`config.mk`:
```
export PLATFORM = sky130hd
export DESIGN_NAME = perf_report_header_formatter
export DESIGN_NICKNAME = d
export VERILOG_FILES = /design/src/hdl/perf_report_pkg.sv /design/src/hdl/render_tick_counter.sv /design/src/hdl/requester_encoder.sv /design/src/hdl/perf_report_header_formatter.sv
export SDC_FILE = /design/constraint.sdc
export NUM_CORES = 2
export LEC_CHECK = 0
export CAP_MARGIN = 20
export CORE_AREA = 2 2 390 392
export DETAILED_ROUTE_END_ITERATION = 8
export DIE_AREA = 0 0 392 394
export DONT_BUFFER_PORTS = 1
export GPL_TIMING_DRIVEN = 0
export SLEW_MARGIN = 40
export SYNTH_ARGS = -nofsm -noshare
export SYNTH_HDL_FRONTEND = slang
export SYNTH_SLANG_ARGS = --single-unit
```
`constraint.sdc`:
```
create_clock -name sys_clk_i -period 2.7 [get_ports sys_clk_i]
set_clock_uncertainty 0.1 [all_clocks]
set_input_delay 0.54 -clock sys_clk_i [delete_from_list [all_inputs] [get_ports sys_clk_i]]
set_output_delay 0.54 -clock sys_clk_i [all_outputs]
set_load 0.05 [all_outputs]
```
`src/hdl/perf_report_pkg.sv`:
```
`default_nettype none
package perf_report_pkg;
   // Register offsets (byte addresses)
   localparam logic [7:0] CTRL_OFS = 8'h00;
   localparam logic [7:0] TRIG_OFS = 8'h04;
   localparam logic [7:0] STAT_OFS = 8'h08;
   localparam logic [7:0] TICK_OFS = 8'h0c;
   // Control register fields and reset value
   localparam int CTRL_EN_BIT = 0;
   localparam int CTRL_CCS_LSB = 1;
   localparam int CTRL_CTXOBS_BIT = 3;
   localparam logic [31:0] CTRL_RST = 32'h0000_0001;
   // Trigger register fields and reset value
   localparam int TRIG_THR1_BIT = 0;
   localparam int TRIG_THR2_BIT = 1;
   localparam int TRIG_MMIO_BIT = 2;
   localparam logic [1:0] TRIG_RST = 2'h0;
   // Report header word fields
   localparam int HDR_DELAYED_BIT = 47;
   localparam int HDR_CCS_SEL_LSB = 36;
   localparam int HDR_CCS_ID_LSB = 36;
   localparam int HDR_CCS_ID_W = 11;
   localparam int HDR_SRC_LSB = 26;
   localparam int HDR_CAUSE_LSB = 19;
   localparam int HDR_START_BIT = 18;
   localparam int HDR_THR_BIT = 17;
   localparam int HDR_CTXV_BIT = 16;
   // Cause bits
   localparam int CAUSE_W = 7;
   localparam int CAUSE_TRIG1 = 1;
   localparam int CAUSE_TRIG2 = 2;
   localparam int CAUSE_MMIO = 6;
   // Requester code groups
   localparam logic [2:0] SRC_GRP_OTHER = 3'h0;
   localparam logic [2:0] SRC_GRP_STREAM = 3'h1;
   localparam logic [2:0] SRC_GRP_SHADER = 3'h2;
   localparam logic [2:0] SRC_IDX_HOST = 3'h1;
   localparam logic [2:0] SRC_STREAM_MAX = 3'h2;
   localparam logic [2:0] SRC_SHADER_MAX = 3'h6;
   localparam logic [2:0] SRC_MEDIA_MAX = 3'h2;
   localparam logic [2:0] SRC_COMPUTE_IDX = 3'h1;
   // Record layout
   localparam int HDR_DWORDS = 8;
   localparam int BOOL_CNT = 8;
   localparam int CUST_CNT = 8;

   typedef enum logic [2:0] {
      REQ_OTHER = 3'h0,
      REQ_HOST = 3'h1,
      REQ_STREAMER = 3'h2,
      REQ_SHADER = 3'h3,
      REQ_MEDIA = 3'h4
   } req_class_e;

   typedef struct packed {
      req_class_e cls;
      logic [2:0] index;
      logic [1:0] media_slice;
      logic [10:0] ccs_id;
   } requester_s;

   typedef struct packed {
      logic [31:0] context_tag;
      logic context_valid;
      logic [55:0] elapsed_time;
   } snap_state_s;
endpackage : perf_report_pkg
`default_nettype wire

```
`src/hdl/render_tick_counter.sv`:
```
`default_nettype none
module render_tick_counter
   import perf_report_pkg::*;
#(
   parameter int WIDTH = 32
)
(
   // Clock and reset
   input wire logic sys_clk_i,
   input wire logic resetn_i,
   // Clock state
   input wire logic clocks_gated_i,
   input wire logic deep_idle_i,
   // Count
   output logic [WIDTH-1:0] count_o
);
   logic [WIDTH-1:0] count_reg;
   logic [WIDTH-1:0] count_next;

   // Frozen, not cleared, while the domain sleeps
   always_comb
   begin
      count_next = count_reg;
      if (!clocks_gated_i && !deep_idle_i)
      begin
         count_next = count_reg + {{(WIDTH-1){1'b0}}, 1'b1};
      end
   end

   always_ff @(posedge sys_clk_i or negedge resetn_i)
   begin
      if (!resetn_i)
      begin
         count_reg <= '0;
      end
      else
      begin
         count_reg <= count_next;
      end
   end

   assign count_o = count_reg;
endmodule // render_tick_counter
`default_nettype wire

```
`src/hdl/requester_encoder.sv`:
```
`default_nettype none
module requester_encoder
   import perf_report_pkg::*;
(
   // Requester description
   input wire requester_s req_i,
   // Encoded code
   output logic [5:0] code_o,
   output logic is_compute_o
);
   // Reserved codes never leave here: out of range maps to 0
   always_comb
   begin
      code_o = 6'h00;
      is_compute_o = 1'b0;
      case (req_i.cls)
         REQ_HOST: code_o = {1'b0, SRC_GRP_OTHER[1:0], SRC_IDX_HOST};
         REQ_STREAMER:
         begin
            if (req_i.index <= SRC_STREAM_MAX)
            begin
               code_o = {1'b0, SRC_GRP_STREAM[1:0], req_i.index};
               is_compute_o = (req_i.index == SRC_COMPUTE_IDX);
            end
         end
         REQ_SHADER:
         begin
            if (req_i.index <= SRC_SHADER_MAX)
            begin
               code_o = {1'b0, SRC_GRP_SHADER[1:0], req_i.index};
            end
         end
         REQ_MEDIA:
         begin
            if (req_i.index <= SRC_MEDIA_MAX)
            begin
               code_o = {1'b1, req_i.media_slice, req_i.index};
            end
         end
         default: code_o = 6'h00;
      endcase
   end
endmodule // requester_encoder
`default_nettype wire

```
`src/hdl/perf_report_header_formatter.sv`:
```
// Functional notes
// - Write a snapshot record on a request command or internal trigger firing.
// - Record carries a 32-bit free-running render clock tick count.
// - Tick count follows clock rate and holds while gated or deeply idle.
// - Record carries the 32-bit active context tag.
// - Upper dword of the context slot is reserved zero.
// - Record a 56-bit elapsed time, low dword 31:0, high dword 55:32.
// - Header bit 47 flags a delayed report.
// - Context observation mode puts selected compute streamer id in bits 37:36.
// - Header bits 31:26 hold the 6-bit requester code.
// - Bits 25:19 hold cause: timer, trigger one, trigger two, context switch.
// - Cause bit 4 run-control fall, bit 5 clock ratio, bit 6 register trigger.
// - Bit 18 is start-event status of trigger one or two by cause.
// - Trigger one wins when both set; trigger one is the default.
// - Bit 17 is threshold enable with the same selection as bit 18.
// - Code 000000 for other sources, 000001 for host processor.
// - Streamers use 001xxx, 0 to 2; compute streamer also fills bits 46:36.
// - Shader stages use 010xxx, 0 to 6; 7 reserved.
// - Media sets bit 5, slice in 4:3, streamers 0 to 2.
//
// Our own choices: the plain strobed port and the placing of the registers.
`default_nettype none
module perf_report_header_formatter
   import perf_report_pkg::*;
#(
   parameter int NUM_AGG = 8
)
(
   // Clock and reset
   input wire logic sys_clk_i,
   input wire logic resetn_i,
   // Register port
   input wire logic [7:0] reg_addr_i,
   input wire logic [31:0] reg_wdata_i,
   input wire logic reg_wr_i,
   input wire logic reg_rd_i,
   output logic [31:0] reg_rdata_o,
   // Snapshot requests
   input wire logic cmd_req_i,
   input wire requester_s cmd_src_i,
   input wire logic trig_fire_i,
   input wire logic [CAUSE_W-1:0] trig_cause_i,
   input wire logic start_evt1_i,
   input wire logic start_evt2_i,
   // Live state
   input wire snap_state_s live_i,
   input wire logic clocks_gated_i,
   input wire logic deep_idle_i,
   input wire logic [NUM_AGG*32-1:0] agg_cnt_i,
   input wire logic [BOOL_CNT*32-1:0] bool_cnt_i,
   input wire logic [CUST_CNT*32-1:0] cust_cnt_i,
   // Record stream
   output logic rec_valid_o,
   output logic [31:0] rec_data_o,
   output logic rec_last_o,
   input wire logic rec_ready_i,
   output logic busy_o
);
   localparam int REC = HDR_DWORDS + NUM_AGG + BOOL_CNT + CUST_CNT;
   localparam int IW = $clog2(REC);
   localparam logic [IW-1:0] LAST_IDX = IW'(REC - 1);

   typedef enum logic [1:0] {
      ST_IDLE = 2'b00,
      ST_EMIT = 2'b01,
      ST_DRAIN = 2'b11
   } fmt_state_e;

   // Trigger one wins, and is the default
   function automatic logic pick_trig(input logic [CAUSE_W-1:0] c, input logic v1,
                                      input logic v2);
      pick_trig = (!c[CAUSE_TRIG1] && c[CAUSE_TRIG2]) ? v2 : v1;
   endfunction

   ///////////////////////////////////////////////////////////////////////////
   logic [31:0] ticks;
   logic [5:0] src_code;
   logic src_compute;

   render_tick_counter #(.WIDTH(32)) u_ticks (
      .sys_clk_i(sys_clk_i),
      .resetn_i(resetn_i),
      .clocks_gated_i(clocks_gated_i),
      .deep_idle_i(deep_idle_i),
      .count_o(ticks)
   );

   requester_encoder u_src (
      .req_i(cmd_src_i),
      .code_o(src_code),
      .is_compute_o(src_compute)
   );

   ///////////////////////////////////////////////////////////////////////////
   // Register file
   logic [31:0] ctrl_reg, ctrl_next;
   logic [1:0] thr_reg, thr_next;
   logic mmio_trig_reg, mmio_trig_next;
   logic [31:0] rdata_reg, rdata_next;
   logic pend_reg, pend_next;
   logic delayed_reg, delayed_next;
   logic [5:0] pend_src_reg, pend_src_next;
   logic pend_cmp_reg, pend_cmp_next;
   logic [CAUSE_W-1:0] pend_cause_reg, pend_cause_next;
   logic [10:0] pend_ccs_reg, pend_ccs_next;
   fmt_state_e state_reg, state_next;

   always_comb
   begin
      ctrl_next = ctrl_reg;
      thr_next = thr_reg;
      mmio_trig_next = 1'b0;
      rdata_next = 32'h0000_0000;
      if (reg_wr_i)
      begin
         case (reg_addr_i)
            CTRL_OFS: ctrl_next = reg_wdata_i;
            TRIG_OFS:
            begin
               thr_next = {reg_wdata_i[TRIG_THR2_BIT], reg_wdata_i[TRIG_THR1_BIT]};
               mmio_trig_next = reg_wdata_i[TRIG_MMIO_BIT];
            end
            default: ctrl_next = ctrl_reg;
         endcase
      end
      if (reg_rd_i)
      begin
         case (reg_addr_i)
            CTRL_OFS: rdata_next = {28'h0, ctrl_reg[3:0]};
            TRIG_OFS: rdata_next = {30'h0, thr_reg};
            STAT_OFS: rdata_next = {29'h0, delayed_reg, pend_reg, state_reg != ST_IDLE};
            TICK_OFS: rdata_next = ticks;
            default: rdata_next = 32'h0000_0000;
         endcase
      end
   end

   ///////////////////////////////////////////////////////////////////////////
   // Request collection; a request meeting a busy formatter is held and marked
   logic req_any;
   logic [CAUSE_W-1:0] req_cause;
   logic take;

   always_comb
   begin
      req_cause = trig_fire_i ? trig_cause_i : '0;
      if (mmio_trig_reg)
      begin
         req_cause[CAUSE_MMIO] = 1'b1;
      end
      req_any = ctrl_reg[CTRL_EN_BIT] && (cmd_req_i || trig_fire_i || mmio_trig_reg);
      take = (state_reg == ST_IDLE) && pend_reg;
      pend_next = pend_reg;
      delayed_next = delayed_reg;
      pend_src_next = pend_src_reg;
      pend_cmp_next = pend_cmp_reg;
      pend_cause_next = pend_cause_reg;
      pend_ccs_next = pend_ccs_reg;
      if (take)
      begin
         pend_next = 1'b0;
         delayed_next = 1'b0;
      end
      // Set wins over the take in the same cycle
      if (req_any)
      begin
         if (pend_reg && !take)
         begin
            delayed_next = 1'b1;
            pend_cause_next = pend_cause_reg | req_cause;
         end
         else
         begin
            pend_next = 1'b1;
            delayed_next = (state_reg != ST_IDLE) && !take;
            pend_cause_next = req_cause;
            pend_src_next = cmd_req_i ? src_code : 6'h00;
            pend_cmp_next = cmd_req_i && src_compute;
            pend_ccs_next = cmd_src_i.ccs_id;
         end
      end
   end

   ///////////////////////////////////////////////////////////////////////////
   // Header and record capture
   logic [63:0] hdr_word;
   logic [31:0] rec_reg [REC];
   logic [31:0] rec_next [REC];

   always_comb
   begin
      hdr_word = 64'h0;
      hdr_word[HDR_DELAYED_BIT] = delayed_reg;
      if (pend_cmp_reg)
      begin
         hdr_word[HDR_CCS_ID_LSB +: HDR_CCS_ID_W] = pend_ccs_reg;
      end
      else if (ctrl_reg[CTRL_CTXOBS_BIT])
      begin
         hdr_word[HDR_CCS_SEL_LSB +: 2] = ctrl_reg[CTRL_CCS_LSB +: 2];
      end
      hdr_word[HDR_SRC_LSB +: 6] = pend_src_reg;
      hdr_word[HDR_CAUSE_LSB +: CAUSE_W] = pend_cause_reg;
      hdr_word[HDR_START_BIT] = pick_trig(pend_cause_reg, start_evt1_i, start_evt2_i);
      hdr_word[HDR_THR_BIT] = pick_trig(pend_cause_reg, thr_reg[0], thr_reg[1]);
      hdr_word[HDR_CTXV_BIT] = live_i.context_valid;
      rec_next = rec_reg;
      if (take)
      begin
         rec_next[0] = hdr_word[31:0];
         rec_next[1] = hdr_word[63:32];
         rec_next[2] = live_i.elapsed_time[31:0];
         rec_next[3] = {8'h00, live_i.elapsed_time[55:32]};
         rec_next[4] = live_i.context_tag;
         rec_next[5] = 32'h0000_0000;
         rec_next[6] = ticks;
         rec_next[7] = 32'h0000_0000;
         for (int i = 0; i < NUM_AGG; i++)
         begin
            rec_next[HDR_DWORDS + i] = agg_cnt_i[i*32 +: 32];
         end
         for (int i = 0; i < BOOL_CNT; i++)
         begin
            rec_next[HDR_DWORDS + NUM_AGG + i] = bool_cnt_i[i*32 +: 32];
         end
         for (int i = 0; i < CUST_CNT; i++)
         begin
            rec_next[HDR_DWORDS + NUM_AGG + BOOL_CNT + i] = cust_cnt_i[i*32 +: 32];
         end
      end
   end

   ///////////////////////////////////////////////////////////////////////////
   // Output sequencer; the slot holds until the memory side takes it
   logic [IW-1:0] idx_reg, idx_next;
   logic ov_reg, ov_next;
   logic [31:0] od_reg, od_next;
   logic ol_reg, ol_next;

   always_comb
   begin
      state_next = state_reg;
      idx_next = idx_reg;
      ov_next = ov_reg;
      od_next = od_reg;
      ol_next = ol_reg;
      case (state_reg)
         ST_IDLE:
         begin
            if (take)
            begin
               idx_next = '0;
               state_next = ST_EMIT;
            end
         end
         ST_EMIT:
         begin
            if (!ov_reg || rec_ready_i)
            begin
               ov_next = 1'b1;
               od_next = rec_reg[idx_reg];
               ol_next = (idx_reg == LAST_IDX);
               idx_next = idx_reg + IW'(1);
               if (idx_reg == LAST_IDX)
               begin
                  state_next = ST_DRAIN;
               end
            end
         end
         ST_DRAIN:
         begin
            if (rec_ready_i)
            begin
               ov_next = 1'b0;
               ol_next = 1'b0;
               state_next = ST_IDLE;
            end
         end
         default: state_next = ST_IDLE;
      endcase
   end

   ///////////////////////////////////////////////////////////////////////////
   always_ff @(posedge sys_clk_i or negedge resetn_i)
   begin
      if (!resetn_i)
      begin
         ctrl_reg <= CTRL_RST;
         thr_reg <= TRIG_RST;
         mmio_trig_reg <= 1'b0;
         rdata_reg <= 32'h0000_0000;
         pend_reg <= 1'b0;
         delayed_reg <= 1'b0;
         pend_src_reg <= 6'h00;
         pend_cmp_reg <= 1'b0;
         pend_cause_reg <= '0;
         pend_ccs_reg <= 11'h000;
         state_reg <= ST_IDLE;
         idx_reg <= '0;
         ov_reg <= 1'b0;
         od_reg <= 32'h0000_0000;
         ol_reg <= 1'b0;
         for (int i = 0; i < REC; i++)
         begin
            rec_reg[i] <= 32'h0000_0000;
         end
      end
      else
      begin
         ctrl_reg <= ctrl_next;
         thr_reg <= thr_next;
         mmio_trig_reg <= mmio_trig_next;
         rdata_reg <= rdata_next;
         pend_reg <= pend_next;
         delayed_reg <= delayed_next;
         pend_src_reg <= pend_src_next;
         pend_cmp_reg <= pend_cmp_next;
         pend_cause_reg <= pend_cause_next;
         pend_ccs_reg <= pend_ccs_next;
         state_reg <= state_next;
         idx_reg <= idx_next;
         ov_reg <= ov_next;
         od_reg <= od_next;
         ol_reg <= ol_next;
         rec_reg <= rec_next;
      end
   end

   assign reg_rdata_o = rdata_reg;
   assign rec_valid_o = ov_reg;
   assign rec_data_o = od_reg;
   assign rec_last_o = ol_reg;
   assign busy_o = (state_reg != ST_IDLE);
endmodule // perf_report_header_formatter
`default_nettype wire

```
==> impl_metrics.ini <==
[outcome]
outcome = finished with violations
violations = setup timing

[hold_path]
hold_path_class = input pin to flip-flop

[cells_and_area]
layout.nets = 7065
largest_register_ffs = 916
drive_gt1_share_pct = 13.64
regArea_sq_mm = 0.02641
nFillCells = 14030
fin_cells = 8303
final_area_sq_mm = 0.06619
synthToLayoutAreaGrowth_pct = 40.03
multiInputGateArea_sq_mm = 0.02016

[detailed_routing]
drcViolationCount = 0
drt_wl_total_um = 268700
wl_per_cell_um = 32.36
viasPerCell = 5.381
firstDrtPassIters = 7
num_vias = 44680
drt_iter0_drc = 4706
antenna_left = 0

[cts]
worst_skew_pair.late_latency_ns = 0.79
path_clk_slew_ns = 0.07
root_buffer = clkbuf_16
cts_sinks = 1055
cts_made_buffers = 116
h-tree-depth = 3
cts_buffer_depth = 3
cts_tree = yes

[placement]
placed_cells = 7073
dpl_cell_area_sq_mm = 0.05044
place_congestion = 0.9408
port_buffers = 0
hpwl_um = 199500

[synthesis]
synthesis.area_sq_mm = 0.04727
yosysTopAreaCellShare_pct = 55.80
yosysWarnings = 0
synth_common_cells = nand2_1, dfrtp_1, clkbuf_1
yosysMostFrequentCell = nand2_1
yosysUniqueCellTypes = 72
synth_cells = 5023
yosys.area.top_type = dfrtp_1
synth_nets = 5960
yosys-top-cells-area = dfrtp_1, nand2_1, mux4_2
ys_seq_area_share_pct = 55.86
synth_ff_type = dfrtp_1
synthArstFlopShare_pct = 100.0
syn_area_per_cell_sq_um = 9.410
synth_edf_count = 0
ys_seq_elements = 1055

[sta]
hold_violations = 0
slew_viol_final = 0
hold_slack_ns = 0.07714
worst_slack_ns = -0.1043
finalCritPeriodShare_pct = 103.9
min_period_ns = 2.804
finalSetupViolations = 23
max_freq_ghz = 0.3566
rsz0062_at_grt = yes
relSlewSlack_pct = 43.45
tns_ns = -1.089
tightest_slew_ns = 0.8483

[die]
die_w_um = 392
die_area_sq_mm = 0.1544
rows = 143
die_h_um = 394
coreArea_sq_mm = 0.1507
initial_core_util_pct = 31.37
io_pins = 1001

[run]
maxCapViolCount = 0

[worst_setup_path]
arrival_ns = 3.37
cp_slowest_stage_delay_ns = 0.59
crit_path_start_kind = flip-flop
crit_slowest_cell = mux4_2
crit_required_ns = 3.26
worst-path-max-fanout = 7
path_cells = buf_6, buf_16, buf_16, buf_16, buf_6, mux4_2, mux4_2, o221a_1
cp_common_cell = buf_16
crit_path_end_kind = flip-flop
critical_path_class = flip-flop to flip-flop

[grt]
grtUsageTotal_pct = 34.17
grt_pass1_vias = 45660
grt_overflow = 0
antenna_found_initial = 78
grt_max_degree = 119
grt_pass1_wl_um = 360600

[power]
powerDensity_mw_per_mm2 = 1023
ir_drop_mv = 0.7120
p_leak_uw = 0.02884
-- cell families (layout without fill, tap and decap cells) --
logic type	count (synthesis)	in the layout	share of synthesized area, %
adders and majority gates	3	3	0.07942
and+or+nand+nor	3067	3067	25.19
DFF	1055	1055	55.86
buffers and inverters	324	1524	3.179
xor gates and xnor gates	34	34	0.6300
muxes	311	311	11.61
AOI/OAI and AO/OA	229	229	3.457
other	0	50	0
-- final cells by class --
class,instances,area share [%]
antenna,50,0.1890
buffer,311,3.694
clock buffer,164,5.144
clock inverter,49,0.9906
inverter,9,0.05860
multi-input combinational,3644,30.46
sequential,1055,39.90
tap,2030,3.838
timing repair buffer,991,15.73
-- through the flow --
step,power (uW),util [%],setup WS (ns)
final,67740,43.93,-0.1043
after detailed placement,45300,33.48,-1.623
after global routing,69840,43.91,-0.08123
after global placement,44090,33.06,-2.816
after floorplan,33680,-,0.5261
after CTS,66970,43.63,-0.05233
-- layout by cell type, fill, tap and decap left out, types with 15 or more instances in the layout --
cell type | Yosys | final
nand2_1 | 2861 | 2835
dfrtp_1 | 1054 | 1051
dlygate4sd3_1 | 0 | 909
mux4_2 | 187 | 187
clkbuf_16 | 0 | 121
clkbuf_1 | 197 | 91
mux2i_1 | 98 | 84
clkbuf_2 | 0 | 80
buf_4 | 14 | 61
diode_2 | 0 | 50
clkbuf_8 | 0 | 41
clkbuf_4 | 1 | 38
a21oi_1 | 39 | 37
buf_16 | 0 | 37
and2_1 | 36 | 35
nand3_1 | 38 | 34
buf_2 | 79 | 34
nor2_1 | 37 | 33
o21ai_0 | 34 | 33
mux2_2 | 25 | 26
a22o_1 | 26 | 25
buf_12 | 0 | 23
nand2_2 | 0 | 22
xnor2_1 | 22 | 22
clkinv_2 | 0 | 20
nor3_1 | 24 | 19
nor2b_1 | 18 | 17
buf_6 | 16 | 15
-- where the power goes --
part | switching (uW) | leakage [uW] | internal (uW)
Clock | 7320 | 0.00199 | 9780
Combinational | 16500 | 0.0164 | 10400
Sequential | 4060 | 0.0104 | 19700
-- routing by layer --
metal	vias up	routed length (um)	part of all wire (%)	GRT usage, %
met3	831	26070	9.7	9.683
met1	22420	105200	39	43.05
met4	32	20020	7.5	22.88
met2	2881	117200	44	50.93
met5	-	204	0.076	0
li1	18510	-	-	-
-- critical path, delay by kind of cell (launching register included) --
| kind | cells | cell delay, ns |
|---|---|---|
| muxes | 2 | 1.13 |
| buffers and inverters | 5 | 0.79 |
| AOI/OAI and AO/OA | 1 | 0.24 |
| DFF | 1 | 0.39 |
-- repair_timing --
item                                    in CTS  in global routing
endpoints found under the setup margin     951                572
hold buffers                               910                  0
pin swaps                                   26                 22
resized for setup                          366                115
hold endpoints to repair                  1302                  0
gates cloned                                10                  2
buffers inserted                            43                  9
-- worst paths after layout --
check                               from              end  slack (ns)  cells past startpoint
min in group asynchronous       resetn_i     rec_reg[715]        0.21                      2
hold / removal             cmd_src_i[17]  pend_src_reg[4]        0.08                      3
hold reg to reg             rec_reg[383]     rec_reg[383]        0.37                      2
max in group asynchronous       resetn_i     rec_reg[470]        0.29                      5
setup reg to reg              idx_reg[0]    rec_data_o[5]       -0.10                      8
setup / recovery              idx_reg[0]    rec_data_o[5]       -0.10                      8
No activity file was read; power rests on OpenSTA's default activity.
